[src/qrs_defs.svh]
// Constants for the quadrature and revolution sensor input block
`ifndef QRS_DEFS_SVH
`define QRS_DEFS_SVH

`define QRS_CLK_HZ          100000000
`define QRS_PHASE_MAX_HZ    200000
`define QRS_EDGES_PER_CYCLE 4
`define QRS_CNT_MAX_RATE    800000
// Speed sampling window: 100 ms, so counts per window times 600 gives counts per minute
`define QRS_WINDOW_MS       100
`define QRS_WINDOW_CYCLES   ((`QRS_CLK_HZ / 1000) * `QRS_WINDOW_MS)
`define QRS_WINDOWS_PER_MIN (60000 / `QRS_WINDOW_MS)
`define QRS_CPR_RESET       32'h00000400
`define QRS_POS_RESET       32'h00000000

`endif

[src/qrs_pkg.sv]
// Types for the quadrature and revolution sensor input block
package qrs_pkg;

    typedef enum logic { QRS_USE_PRIMARY, QRS_USE_SLIP_CHECK } qrs_use_t;

    typedef enum logic [1:0] { QRS_SPD_IDLE, QRS_SPD_DIVIDE, QRS_SPD_DONE } qrs_spd_state_t;

endpackage

[src/qrs_step_if.sv]
// Decoded step events passed from the edge decoder to the top
`timescale 1ns/1ps
interface qrs_step_if;
    logic step;
    logic up;
    logic fault;
    modport dec (output step, output up, output fault);
    modport top (input step, input up, input fault);
endinterface

[src/qrs_quad_dec.sv]
// Synchroniser and four-edge quadrature decoder
`timescale 1ns/1ps
module qrs_quad_dec
(
    input  wire logic  i_clk,
    input  wire logic  i_rst,
    input  wire logic  i_phase_first,
    input  wire logic  i_phase_second,
    qrs_step_if.dec    step_if
);
    logic [1:0] sync_a;
    logic [1:0] sync_b;
    logic [1:0] prev;
    logic [1:0] cur;

    // ------------------------------------------------------------
    // Synchronisers
    // ------------------------------------------------------------
    always_ff @(posedge i_clk or posedge i_rst)
    begin
        if (i_rst)
        begin
            sync_a <= 2'h3;
            sync_b <= 2'h3;
        end
        else
        begin
            sync_a <= {sync_a[0], i_phase_first};
            sync_b <= {sync_b[0], i_phase_second};
        end
    end

    assign cur = {sync_a[1], sync_b[1]};

    always_ff @(posedge i_clk or posedge i_rst)
    begin
        if (i_rst)
            prev <= 2'h3;
        else
            prev <= cur;
    end

    // ------------------------------------------------------------
    // Decode: an edge of one phase alone is one count; edges of both phases at once are a fault, not a count
    // ------------------------------------------------------------
    // At 100 MHz a 200 kHz phase gives 125 cycles between edges, so one
    // sample per clock never misses a transition.
    always_comb
    begin
        step_if.step  = 1'b0;
        step_if.up    = 1'b0;
        step_if.fault = 1'b0;
        unique case ({prev, cur})
            4'b0001, 4'b0111, 4'b1110, 4'b1000:
            begin
                step_if.step = 1'b1;
                step_if.up   = 1'b1;
            end
            4'b0010, 4'b1011, 4'b1101, 4'b0100:
                step_if.step = 1'b1;
            4'b0011, 4'b1100, 4'b0110, 4'b1001:
                step_if.fault = 1'b1;
            default:
                step_if.step = 1'b0;
        endcase
    end
endmodule

[src/qrs_top.sv]
// Quadrature encoder and revolution sensor input block
`timescale 1ns/1ps
// Operation
// - Decode in four-edge mode: four counts per phase period.
// - Count correctly with phases up to 200 kHz, 800,000 counts/s.
// - Encoder use selectable: primary position source or slip check only.
// - Primary mode reports position as accumulated count, in counts.
// - Primary mode computes speed in rev/min from count rate and counts per rev.
// - Default: low level on revolution input means active.
// - Inversion setting makes high level active.
// - Idle-high disconnected sensor is inactive with default polarity, no event.
`include "qrs_defs.svh"
module qrs_top
#(
    parameter int unsigned WINDOW_CYCLES = `QRS_WINDOW_CYCLES,
    parameter int unsigned POS_W         = 32
)
(
    input  wire logic              i_clk,
    input  wire logic              i_rst,
    input  wire logic              i_phase_first,
    input  wire logic              i_phase_second,
    input  wire logic              i_rev_sensor,
    input  wire logic              i_rev_invert,
    input  wire logic              i_use_slip_check,
    input  wire logic              i_pos_clear,
    input  wire logic [31:0]       i_counts_per_revolution,
    output logic [POS_W-1:0]       o_position,
    output logic [POS_W-1:0]       o_slip_count,
    output logic signed [31:0]     o_revolutions_per_minute,
    output logic                   o_speed_valid,
    output logic                   o_rev_active,
    output logic                   o_rev_event,
    output logic                   o_phase_fault
);
    qrs_step_if step_if ();

    qrs_quad_dec u_dec
    (
        .i_clk          (i_clk),
        .i_rst          (i_rst),
        .i_phase_first  (i_phase_first),
        .i_phase_second (i_phase_second),
        .step_if        (step_if)
    );

    qrs_pkg::qrs_use_t       use_mode;
    qrs_pkg::qrs_spd_state_t spd_state;
    logic [31:0]             win_cnt;
    logic signed [31:0]      win_delta;
    logic [31:0]             dividend;
    logic [31:0]             divisor;
    logic [31:0]             quotient;
    logic [5:0]              div_bit;
    logic                    neg;
    logic [1:0]              rev_sync;
    logic                    rev_prev;
    logic                    rev_level;
    logic [POS_W-1:0]        next_count;
    logic [32:0]             rem_trial;
    logic [31:0]             rem;

    assign use_mode = i_use_slip_check ? qrs_pkg::QRS_USE_SLIP_CHECK
                                       : qrs_pkg::QRS_USE_PRIMARY;

    // ------------------------------------------------------------
    // Position accumulators
    // ------------------------------------------------------------
    always_comb
    begin
        next_count = '0;
        if (step_if.up)
            next_count = POS_W'(1);
        else
            next_count = {POS_W{1'b1}};
    end

    // Primary mode counts into the position; slip-check mode counts into
    // a separate register so the reported position is left untouched.
    always_ff @(posedge i_clk or posedge i_rst)
    begin
        if (i_rst)
            o_position <= '0;
        else if (i_pos_clear)
            o_position <= '0;
        else if (step_if.step && use_mode == qrs_pkg::QRS_USE_PRIMARY)
            o_position <= o_position + next_count;
    end

    always_ff @(posedge i_clk or posedge i_rst)
    begin
        if (i_rst)
            o_slip_count <= '0;
        else if (i_pos_clear)
            o_slip_count <= '0;
        else if (step_if.step && use_mode == qrs_pkg::QRS_USE_SLIP_CHECK)
            o_slip_count <= o_slip_count + next_count;
    end

    always_ff @(posedge i_clk or posedge i_rst)
    begin
        if (i_rst)
            o_phase_fault <= 1'b0;
        else
            o_phase_fault <= step_if.fault;
    end

    // ------------------------------------------------------------
    // Speed window
    // ------------------------------------------------------------
    always_ff @(posedge i_clk or posedge i_rst)
    begin
        if (i_rst)
        begin
            win_cnt   <= '0;
            win_delta <= '0;
        end
        else if (win_cnt == WINDOW_CYCLES - 1)
        begin
            win_cnt <= '0;
            // A step in the closing cycle opens the next window, so none is lost
            if (step_if.step)
                win_delta <= step_if.up ? 32'sh1 : -32'sh1;
            else
                win_delta <= '0;
        end
        else
        begin
            win_cnt <= win_cnt + 32'h1;
            if (step_if.step)
                win_delta <= step_if.up ? win_delta + 32'sh1 : win_delta - 32'sh1;
        end
    end

    // ------------------------------------------------------------
    // Speed divider: speed = window counts * windows per minute / counts per rev
    // ------------------------------------------------------------
    // Restoring divider, one bit per clock: 33 cycles per result, far
    // shorter than the window, so no result is ever skipped.
    assign rem_trial = {rem, dividend[31]} - {1'b0, divisor};

    always_ff @(posedge i_clk or posedge i_rst)
    begin
        if (i_rst)
        begin
            spd_state <= qrs_pkg::QRS_SPD_IDLE;
            dividend  <= '0;
            divisor   <= '0;
            quotient  <= '0;
            rem       <= '0;
            div_bit   <= '0;
            neg       <= 1'b0;
        end
        else
        begin
            unique case (spd_state)
                qrs_pkg::QRS_SPD_IDLE:
                    if (win_cnt == WINDOW_CYCLES - 1 && use_mode == qrs_pkg::QRS_USE_PRIMARY)
                    begin
                        neg       <= win_delta[31];
                        dividend  <= 32'((win_delta[31] ? -win_delta : win_delta)
                                         * `QRS_WINDOWS_PER_MIN);
                        divisor   <= (i_counts_per_revolution == '0)
                                     ? 32'h1 : i_counts_per_revolution;
                        quotient  <= '0;
                        rem       <= '0;
                        div_bit   <= 6'h20;
                        spd_state <= qrs_pkg::QRS_SPD_DIVIDE;
                    end
                qrs_pkg::QRS_SPD_DIVIDE:
                begin
                    dividend <= {dividend[30:0], 1'b0};
                    if (!rem_trial[32])
                    begin
                        rem      <= rem_trial[31:0];
                        quotient <= {quotient[30:0], 1'b1};
                    end
                    else
                    begin
                        rem      <= {rem[30:0], dividend[31]};
                        quotient <= {quotient[30:0], 1'b0};
                    end
                    div_bit <= div_bit - 6'h1;
                    if (div_bit == 6'h1)
                        spd_state <= qrs_pkg::QRS_SPD_DONE;
                end
                qrs_pkg::QRS_SPD_DONE:
                    spd_state <= qrs_pkg::QRS_SPD_IDLE;
                default:
                    spd_state <= qrs_pkg::QRS_SPD_IDLE;
            endcase
        end
    end

    always_ff @(posedge i_clk or posedge i_rst)
    begin
        if (i_rst)
        begin
            o_revolutions_per_minute <= '0;
            o_speed_valid            <= 1'b0;
        end
        else
        begin
            o_speed_valid <= (spd_state == qrs_pkg::QRS_SPD_DONE);
            if (spd_state == qrs_pkg::QRS_SPD_DONE)
                o_revolutions_per_minute <= neg ? -$signed(quotient)
                                                : $signed(quotient);
        end
    end

    // ------------------------------------------------------------
    // Revolution sensor
    // ------------------------------------------------------------
    // Reset value high matches the pulled-up idle input, so with default polarity no event
    // appears at release with a disconnected sensor.
    always_ff @(posedge i_clk or posedge i_rst)
    begin
        if (i_rst)
            rev_sync <= 2'h3;
        else
            rev_sync <= {rev_sync[0], i_rev_sensor};
    end

    assign rev_level = i_rev_invert ? rev_sync[1] : ~rev_sync[1];

    always_ff @(posedge i_clk or posedge i_rst)
    begin
        if (i_rst)
        begin
            rev_prev     <= 1'b0;
            o_rev_active <= 1'b0;
            o_rev_event  <= 1'b0;
        end
        else
        begin
            rev_prev     <= rev_level;
            o_rev_active <= rev_level;
            o_rev_event  <= rev_level && !rev_prev;
        end
    end
endmodule

[config.mk]
export PLATFORM = sky130hd
export DESIGN_NAME = qrs_top
export DESIGN_NICKNAME = d
export VERILOG_FILES = /design/src/qrs_pkg.sv /design/src/qrs_step_if.sv /design/src/qrs_quad_dec.sv /design/src/qrs_top.sv
export VERILOG_INCLUDE_DIRS = /design/src
export SDC_FILE = /design/constraint.sdc
export NUM_CORES = 1
export LEC_CHECK = 0
export BUFFER_PORTS_ARGS = -buffer_cell sky130_fd_sc_hd__buf_2
export CELL_PAD_IN_SITES_DETAIL_PLACEMENT = 1
export CELL_PAD_IN_SITES_GLOBAL_PLACEMENT = 2
export CORE_MARGIN = 2
export CORE_UTILIZATION = 35
export DETAILED_ROUTE_END_ITERATION = 12
export PLACE_DENSITY_LB_ADDON = 0.1
export RECOVER_POWER = 100
export SETUP_SLACK_MARGIN = 0.5
export SLEW_MARGIN = 10
export SYNTH_ARGS = -nofsm -noshare
export SYNTH_HDL_FRONTEND = slang
export SYNTH_SLANG_ARGS = --single-unit
[constraint.sdc]
create_clock -name i_clk -period 9.45 [get_ports i_clk]
set_clock_uncertainty 0.2 [all_clocks]
set_input_delay 1.4175 -clock i_clk [delete_from_list [all_inputs] [get_ports i_clk]]
set_output_delay 1.4175 -clock i_clk [all_outputs]
set_load 0.02 [all_outputs]
**Word level (Yosys, flattened, before mapping)**

Cells that the tools add are included.

- Multipliers: 1
- Shifts and indexed selects: 0
- Div/mod/pow operators: 0
- Multiplexer cells: 30
- Reductions and logical operators: 17
- Bitwise logic cells: 2
- Magnitude comparators: 0
- Add/sub/neg operators: 9
- Eq/ne operators: 18

Operator list:

| kind | count |
|---|---|
| $mux W32 | 16 |
| $pmux W32 S2 | 3 |
| $add A32 B32 Y32 | 2 |
| $neg A32 Y32 | 2 |
| $sub A33 B32 Y33 | 1 |
| $add A32 B1 Y32 const B | 1 |
| $add A32 B2 Y32 const B | 1 |
| $eq A32 B24 Y1 const B | 1 |
| $logic_not A32 Y1 | 1 |
| $mul A32 B8 Y29 const B | 1 |
| $sub A32 B2 Y32 const B | 1 |
| $eq A4 B4 Y1 const B | 6 |
| $eq A4 B3 Y1 const B | 3 |
| $pmux W6 S2 | 1 |
| $eq A4 B2 Y1 const B | 2 |
| $reduce_bool A2 Y1 | 4 |
| $reduce_or A4 Y1 | 2 |
| $reduce_or A8 Y1 | 1 |
| $eq A6 B1 Y1 const B | 1 |
| $mux W1 | 6 |
| $mux W6 | 1 |
| $reduce_and A2 Y1 | 3 |
| $sub A6 B1 Y6 const B | 1 |
| $eq A4 B1 Y1 const B | 1 |
| 9 further kinds | 15 |

- Logic and storage cells: 97
- Memories kept: 0
- ROM bits: 0
- Bits in latches: 0
- Input bits: 40
- Flip-flop bits (word level): 309
- Memory bits (writable): 0
- Output and inout bits: 100

**Logic depth before layout (Yosys ltp)**

- Word-level depth: 7
- Depth in mapped cells: 23
- Mapped depth without buffers: 23

**Modules after synthesis**

Synthesis repeated with hierarchy kept, for this count alone.

- Cell total of the unflattened synthesis: 2637
- Area total of the unflattened synthesis: 22800.6 um2

By module, submodules not included:

| module | cells an instance | instances | sequential area each (um2) | area each (um2) |
|---|---|---|---|---|
| qrs_top | 2623 | 1 | 7509.7 | 22587.9 |
| qrs_quad_dec | 14 | 1 | 157.7 | 212.7 |

**Worst setup path before layout**

Ideal clock, no wire load.

- Path type: reg-to-reg
- From: register win_delta[0]
- To: register dividend[30]
- Library setup time: 0.136 ns
- Required time: 9.114 ns
- Clock period less this slack: 5.640 ns
- Path slack: 3.810 ns
- Stages on the path, launching flop included: 23
- Buffers on the path: 0
- Data arrival time: 5.303 ns
- Path through: dfrtp_1 inv_1 ha_1 nor3b_1 nand3_1 o41ai_1 xnor2_1 ha_1 fa_1 inv_1 fa_1 inv_1 ha_1 a21o_1 a21o_1 a21oi_1 inv_1 a311oi_1 o21bai_1 a21oi_1 o21ai_0 mux2i_1 o21ai_0

- Word-level cells in the longest chain between the ends: 5

RTL lines:

| element | line | RTL |
|---|---|---|
| start: declaration | qrs_top.sv:50 | `logic signed [31:0] win_delta;` |
| start signal: assignment | qrs_top.sv:123 | `win_delta <= step_if.up ? 32'sh1 : -32'sh1;` |
| start signal: assignment | qrs_top.sv:131 | `win_delta <= step_if.up ? win_delta + 32'sh1 : win_delta - 32'sh1;` |
| $neg A32 Y32 | qrs_top.sv:161 | `dividend <= 32'((win_delta[31] ? -win_delta : win_delta)` |
| $mux W32 * | qrs_top.sv:161 |  |
| $mul A32 B8 Y29 (no line) * | n/a |  |
| $mux W32 * | qrs_top.sv:158 | `if (win_cnt == WINDOW_CYCLES - 1 && use_mode == qrs_pkg::QRS_USE_PRIMARY)` |
| $pmux W32 S2 * | qrs_top.sv:156 | `unique case (spd_state)` |
| end signal: assignment | qrs_top.sv:161 |  |
| end signal: assignment | qrs_top.sv:172 | `dividend <= {dividend[30:0], 1'b0};` |
| end: declaration | qrs_top.sv:51 | `logic [31:0] dividend;` |

Every way passes the cells marked *; elsewhere a longest branch is shown, timed or not. The select of a mux whose other input is x is not followed.
A chain may end at the register's enable or synchronous reset.

**Worst setup path after layout**

- From: register u_dec.sync_b[1]
- To: register win_delta[31]

- Word-level cells in the longest chain between the ends: 6
- Elaborated cells on any way between the ends: 18
- Classes of those cells: eq/ne: 8; mux: 7; reduce/logical: 3

RTL lines:

| element | line | RTL |
|---|---|---|
| start: declaration | qrs_quad_dec.sv:12 | `logic [1:0] sync_b;` |
| start signal: assignment | qrs_quad_dec.sv:29 | `sync_b <= {sync_b[0], i_phase_second};` |
| $eq A4 B1 Y1, or another cell as far along | qrs_quad_dec.sv:53 | `unique case ({prev, cur})` |
| $reduce_or A4 Y1 | qrs_quad_dec.sv:53 |  |
| $mux W1 | qrs_quad_dec.sv:53 |  |
| $mux W32 (on tied branches) | qrs_top.sv:131, qrs_top.sv:123 |  |
| $mux W32 (on tied branches) | qrs_top.sv:130, qrs_top.sv:122 |  |
| $mux W32 | qrs_top.sv:118 | `else if (win_cnt == WINDOW_CYCLES - 1)` |

Several ways; a longest one is shown, not always the timed one. The select of a mux whose other input is x is not followed.

==> impl_results.md <==
* Net Count, Synth at between 2000 and 3000
* CTS root buffer: clkbuf_16
* Total grt overflow at 0
* Mux cell area share after synthesis at under 10%
* Synth Instances at about 2700
* IO buf count at ~140
* Share of Yosys cell area claimed by the top area cell type at around a third
* Final Hold Viols at 0
* Drt wl/cell at 17.42 um
* Largest net degree at the start of global routing at between 150 and 200
* R2R setup slack at about 2 ns
* Via-per-instance ratio at approximately 5.2
* Synth area leader: dfrtp_1
* Worst stage delay on the critical path at 1.54 ns
* Worst-margin pin slew at about 3.4 ns
* Family with the most delay on the worst path: buffers and inverters
* Achievable frequency at between 0.1 and 0.15 GHz
* Post-synth EDFFs at 0
* Startpoint types: flop
* CTS Buf Count at 41
* ANT cells at 0
* Rel. slew slack at -128.6%
* WHS Path Cells at 0
* Synth Area in Compound Gates at 20.31%
* Finished Cell Area at ~0.026 sq mm
* Hold Path Class: flop to flop
* Commonest cells in the netlist: nand2_1, dfrtp_1, o21ai_0
* Setup tns final at 0 ns
* Ports at 140
* Worst EP arrival at between 7 and 8 ns
* Top post-synthesis cells by area: dfrtp_1, ha_1, nand2_1
* CTS max path bufs at 3
* Crit path max fanout at 45
* DRC viols at 0
* Post-CTS setup buffer count at 0
* DRT antenna net count at 0
* H-tree Lvls at 2
* Filler instances at 7721
* Vias at roughly 19000
* Post-Synth Simple-Gate Area at about 16%
* Slowest-stage cell, CP: clkbuf_1
* First-pass GRT wire length at about 110 mm
* Hold path startpoint: u_dec.sync_a[0]
* WP data required at 9.62 ns
* Count leader, synth: nand2_1
* First-pass DRT Iterations at 4
* # rows at slightly above 90
* Async set-reset flop share out of synthesis at between 90% and 100%
* CTS resizes at 0
* Tmin final at between 7 and 8 ns
* Area grow syn2layout at 11.93%
* Die Span Y at 260.1 um
* Xor/xnor cell area share of the yosys netlist at under 10%
* Layout cells sized above 1 at 4.995%
* TritonCTS clock tree: done
* Max cap viols at 12
* Crit-path cells: xor2_1 -> and2_0 -> clkinvlp_2 -> clkbuf_1 -> buf_4 -> ha_1 -> a211oi_1 -> o21ai_0 -> a32oi_1 -> o211a_1 -> o31ai_1 -> a41oi_1 -> o21ai_1 -> xnor2_1 -> a21boi_0 -> a2bb2oi_1
* Iteration-0 DRC count of the detailed router at 885
* Synth Area in Adders at about 15%
* Hold Path Sink: u_dec.sync_a[1]
* Number of global-route vias before repair at about 20000
* Die ar. at 0.06768 sq mm
* Post-Route WL at between 60 and 70 mm
* Clock latency on the worst-skew pair at about 0.56 ns
* Core ar. at ~0.065 sq mm
* Netlist cell types at just over 80
* Cts hold-fix bufs at 0
* Final Max Tran Viols at 510
* Largest family of logic cells by synthesized area: compound AO/OA/AOI/OAI gates
* Layout Nets at between 3000 and 4000
* Die Wd at about 260 um
* Setup Viol. Count Final at 0
* R2R Path Start: u_dec.sync_b[1]
* RR Endpoint: win_delta[31]
* Mapped cell area at around 0.023 sq mm
* Tot GR Track Use at roughly a fifth
* Setup repair after global routing missed its margin: false
* Tcrit/Tclk final at 79.12%
* Placed cell area at 0.02454 sq mm
* Critical path class: flop to flop
* CTS sink cnt at between 300 and 400
* Initial antenna violation count at 0
* Failing checks: max-capacitance violations, max-slew violations
* Starting Density at between 30% and 40%
* Yosys warning total at 0
* GPL Wtd Cong at between 0.8 and 0.9
* Status: finished with violations
* Register bit total from synthesis at ~310
* Mean Syn Cell Area at 8.665 sq um
* Crit path buf inv count at 3
* Post-synthesis sequential area ratio at 33.39%
* Worst Reg-to-Reg Cells at 16
* Detailed placement HPWL at around 46 mm
* Critical Path End Type: flop
* Synth Flop Type: dfrtp_1
* Clock-pin slew on the worst setup and hold paths at about 0.06 ns
==> metrics by stage <==
step,utilization (%),instances,hold WS (ns),setup slack [ns]
after CTS,40.08,3638,0.1552,2.884
after detailed placement,37.94,3564,0.1475,2.920
after floorplan,-,2650,0.1452,3.768
after global placement,37.94,3564,0.1463,3.078
after global routing,39.73,3638,0.1661,1.278
final,39.73,3638,0.1591,1.973
==> cell type report <==
| class | count | area [sq um] | share of cell area [%] |
|---|---|---|---|
| clock buffers | 57 | 1187 | 4.620 |
| well taps | 855 | 1070 | 4.162 |
| repair buffers | 157 | 684.4 | 2.663 |
| flip-flops and latches | 306 | 7667 | 29.83 |
| inverters | 177 | 666.9 | 2.595 |
| multi-input cells | 2069 | 14220 | 55.34 |
| clock inverters | 17 | 202.7 | 0.7886 |
==> layout by cell type (no fill, tap or decap), types with 71 or more instances in the layout <==
master	instances
dfrtp_1	298
nor2_1	126
a21o_1	71
o21ai_0	253
inv_1	175
xor2_1	103
nand2_1	402
ha_1	189
clkbuf_1	116
a21oi_1	175
xnor2_1	147
==> metal layers <==
layer,share of wire (%),wire [um],global-route usage [%],up-vias
met5,0,0,0,-
met2,47,30040,32.28,139
met1,49,30860,25.54,9372
met4,1.7,1047,3.857,0
li1,-,-,-,9473
met3,2.3,1454,2.290,59
==> flip-flops by register name, summed over array words and instances, names as in the netlist, 6 cells and up <==
register,count
divisor,32
o_position,32
o_revolutions_per_minute,32
o_slip_count,32
quotient,32
rem,32
win_cnt,32
win_delta,32
dividend,29
div_bit,6
==> worst reg2reg max path, stage by stage, from the launching register on <==
cell and delay [ns]:
dfstp_1 0.57, xor2_1 0.14, and2_0 0.38, clkinvlp_2 0.53
clkbuf_1 1.55, buf_4 0.75, ha_1 0.40, a211oi_1 0.43
o21ai_0 0.25, a32oi_1 0.48, o211a_1 0.28, o31ai_1 0.12
a41oi_1 0.35, o21ai_1 0.20, xnor2_1 0.32, a21boi_0 0.15
a2bb2oi_1 0.20
==> worst max path at each step <==
stage / from / endpoint / slack [ns] / cells past startpoint
3_3_place_gp: win_delta[0] / dividend[30] / 3.08 / 22
3_5_place_dp: win_delta[0] / dividend[30] / 2.92 / 22
5_1_grt: u_dec.sync_b[1] / win_delta[31] / 1.28 / 16
2_1_floorplan: i_rst / div_bit[0] / 3.77 / 1
4_1_cts: win_delta[0] / dividend[30] / 2.88 / 22
6_report: u_dec.sync_b[1] / win_delta[31] / 1.97 / 16
==> kinds of logic (layout without fill, tap and decap cells) <==
family	count (synthesis)	after routing
muxes	38	38
buffers and inverters	275	408
adders and majority gates	239	239
xor gates and xnor gates	252	252
AOI/OAI and AO/OA	751	751
DFF	306	306
and+or+nand+nor	789	789
Power is not shown: default switching activity piles up to over one toggle a cycle in this logic, so the estimate is an artifact.
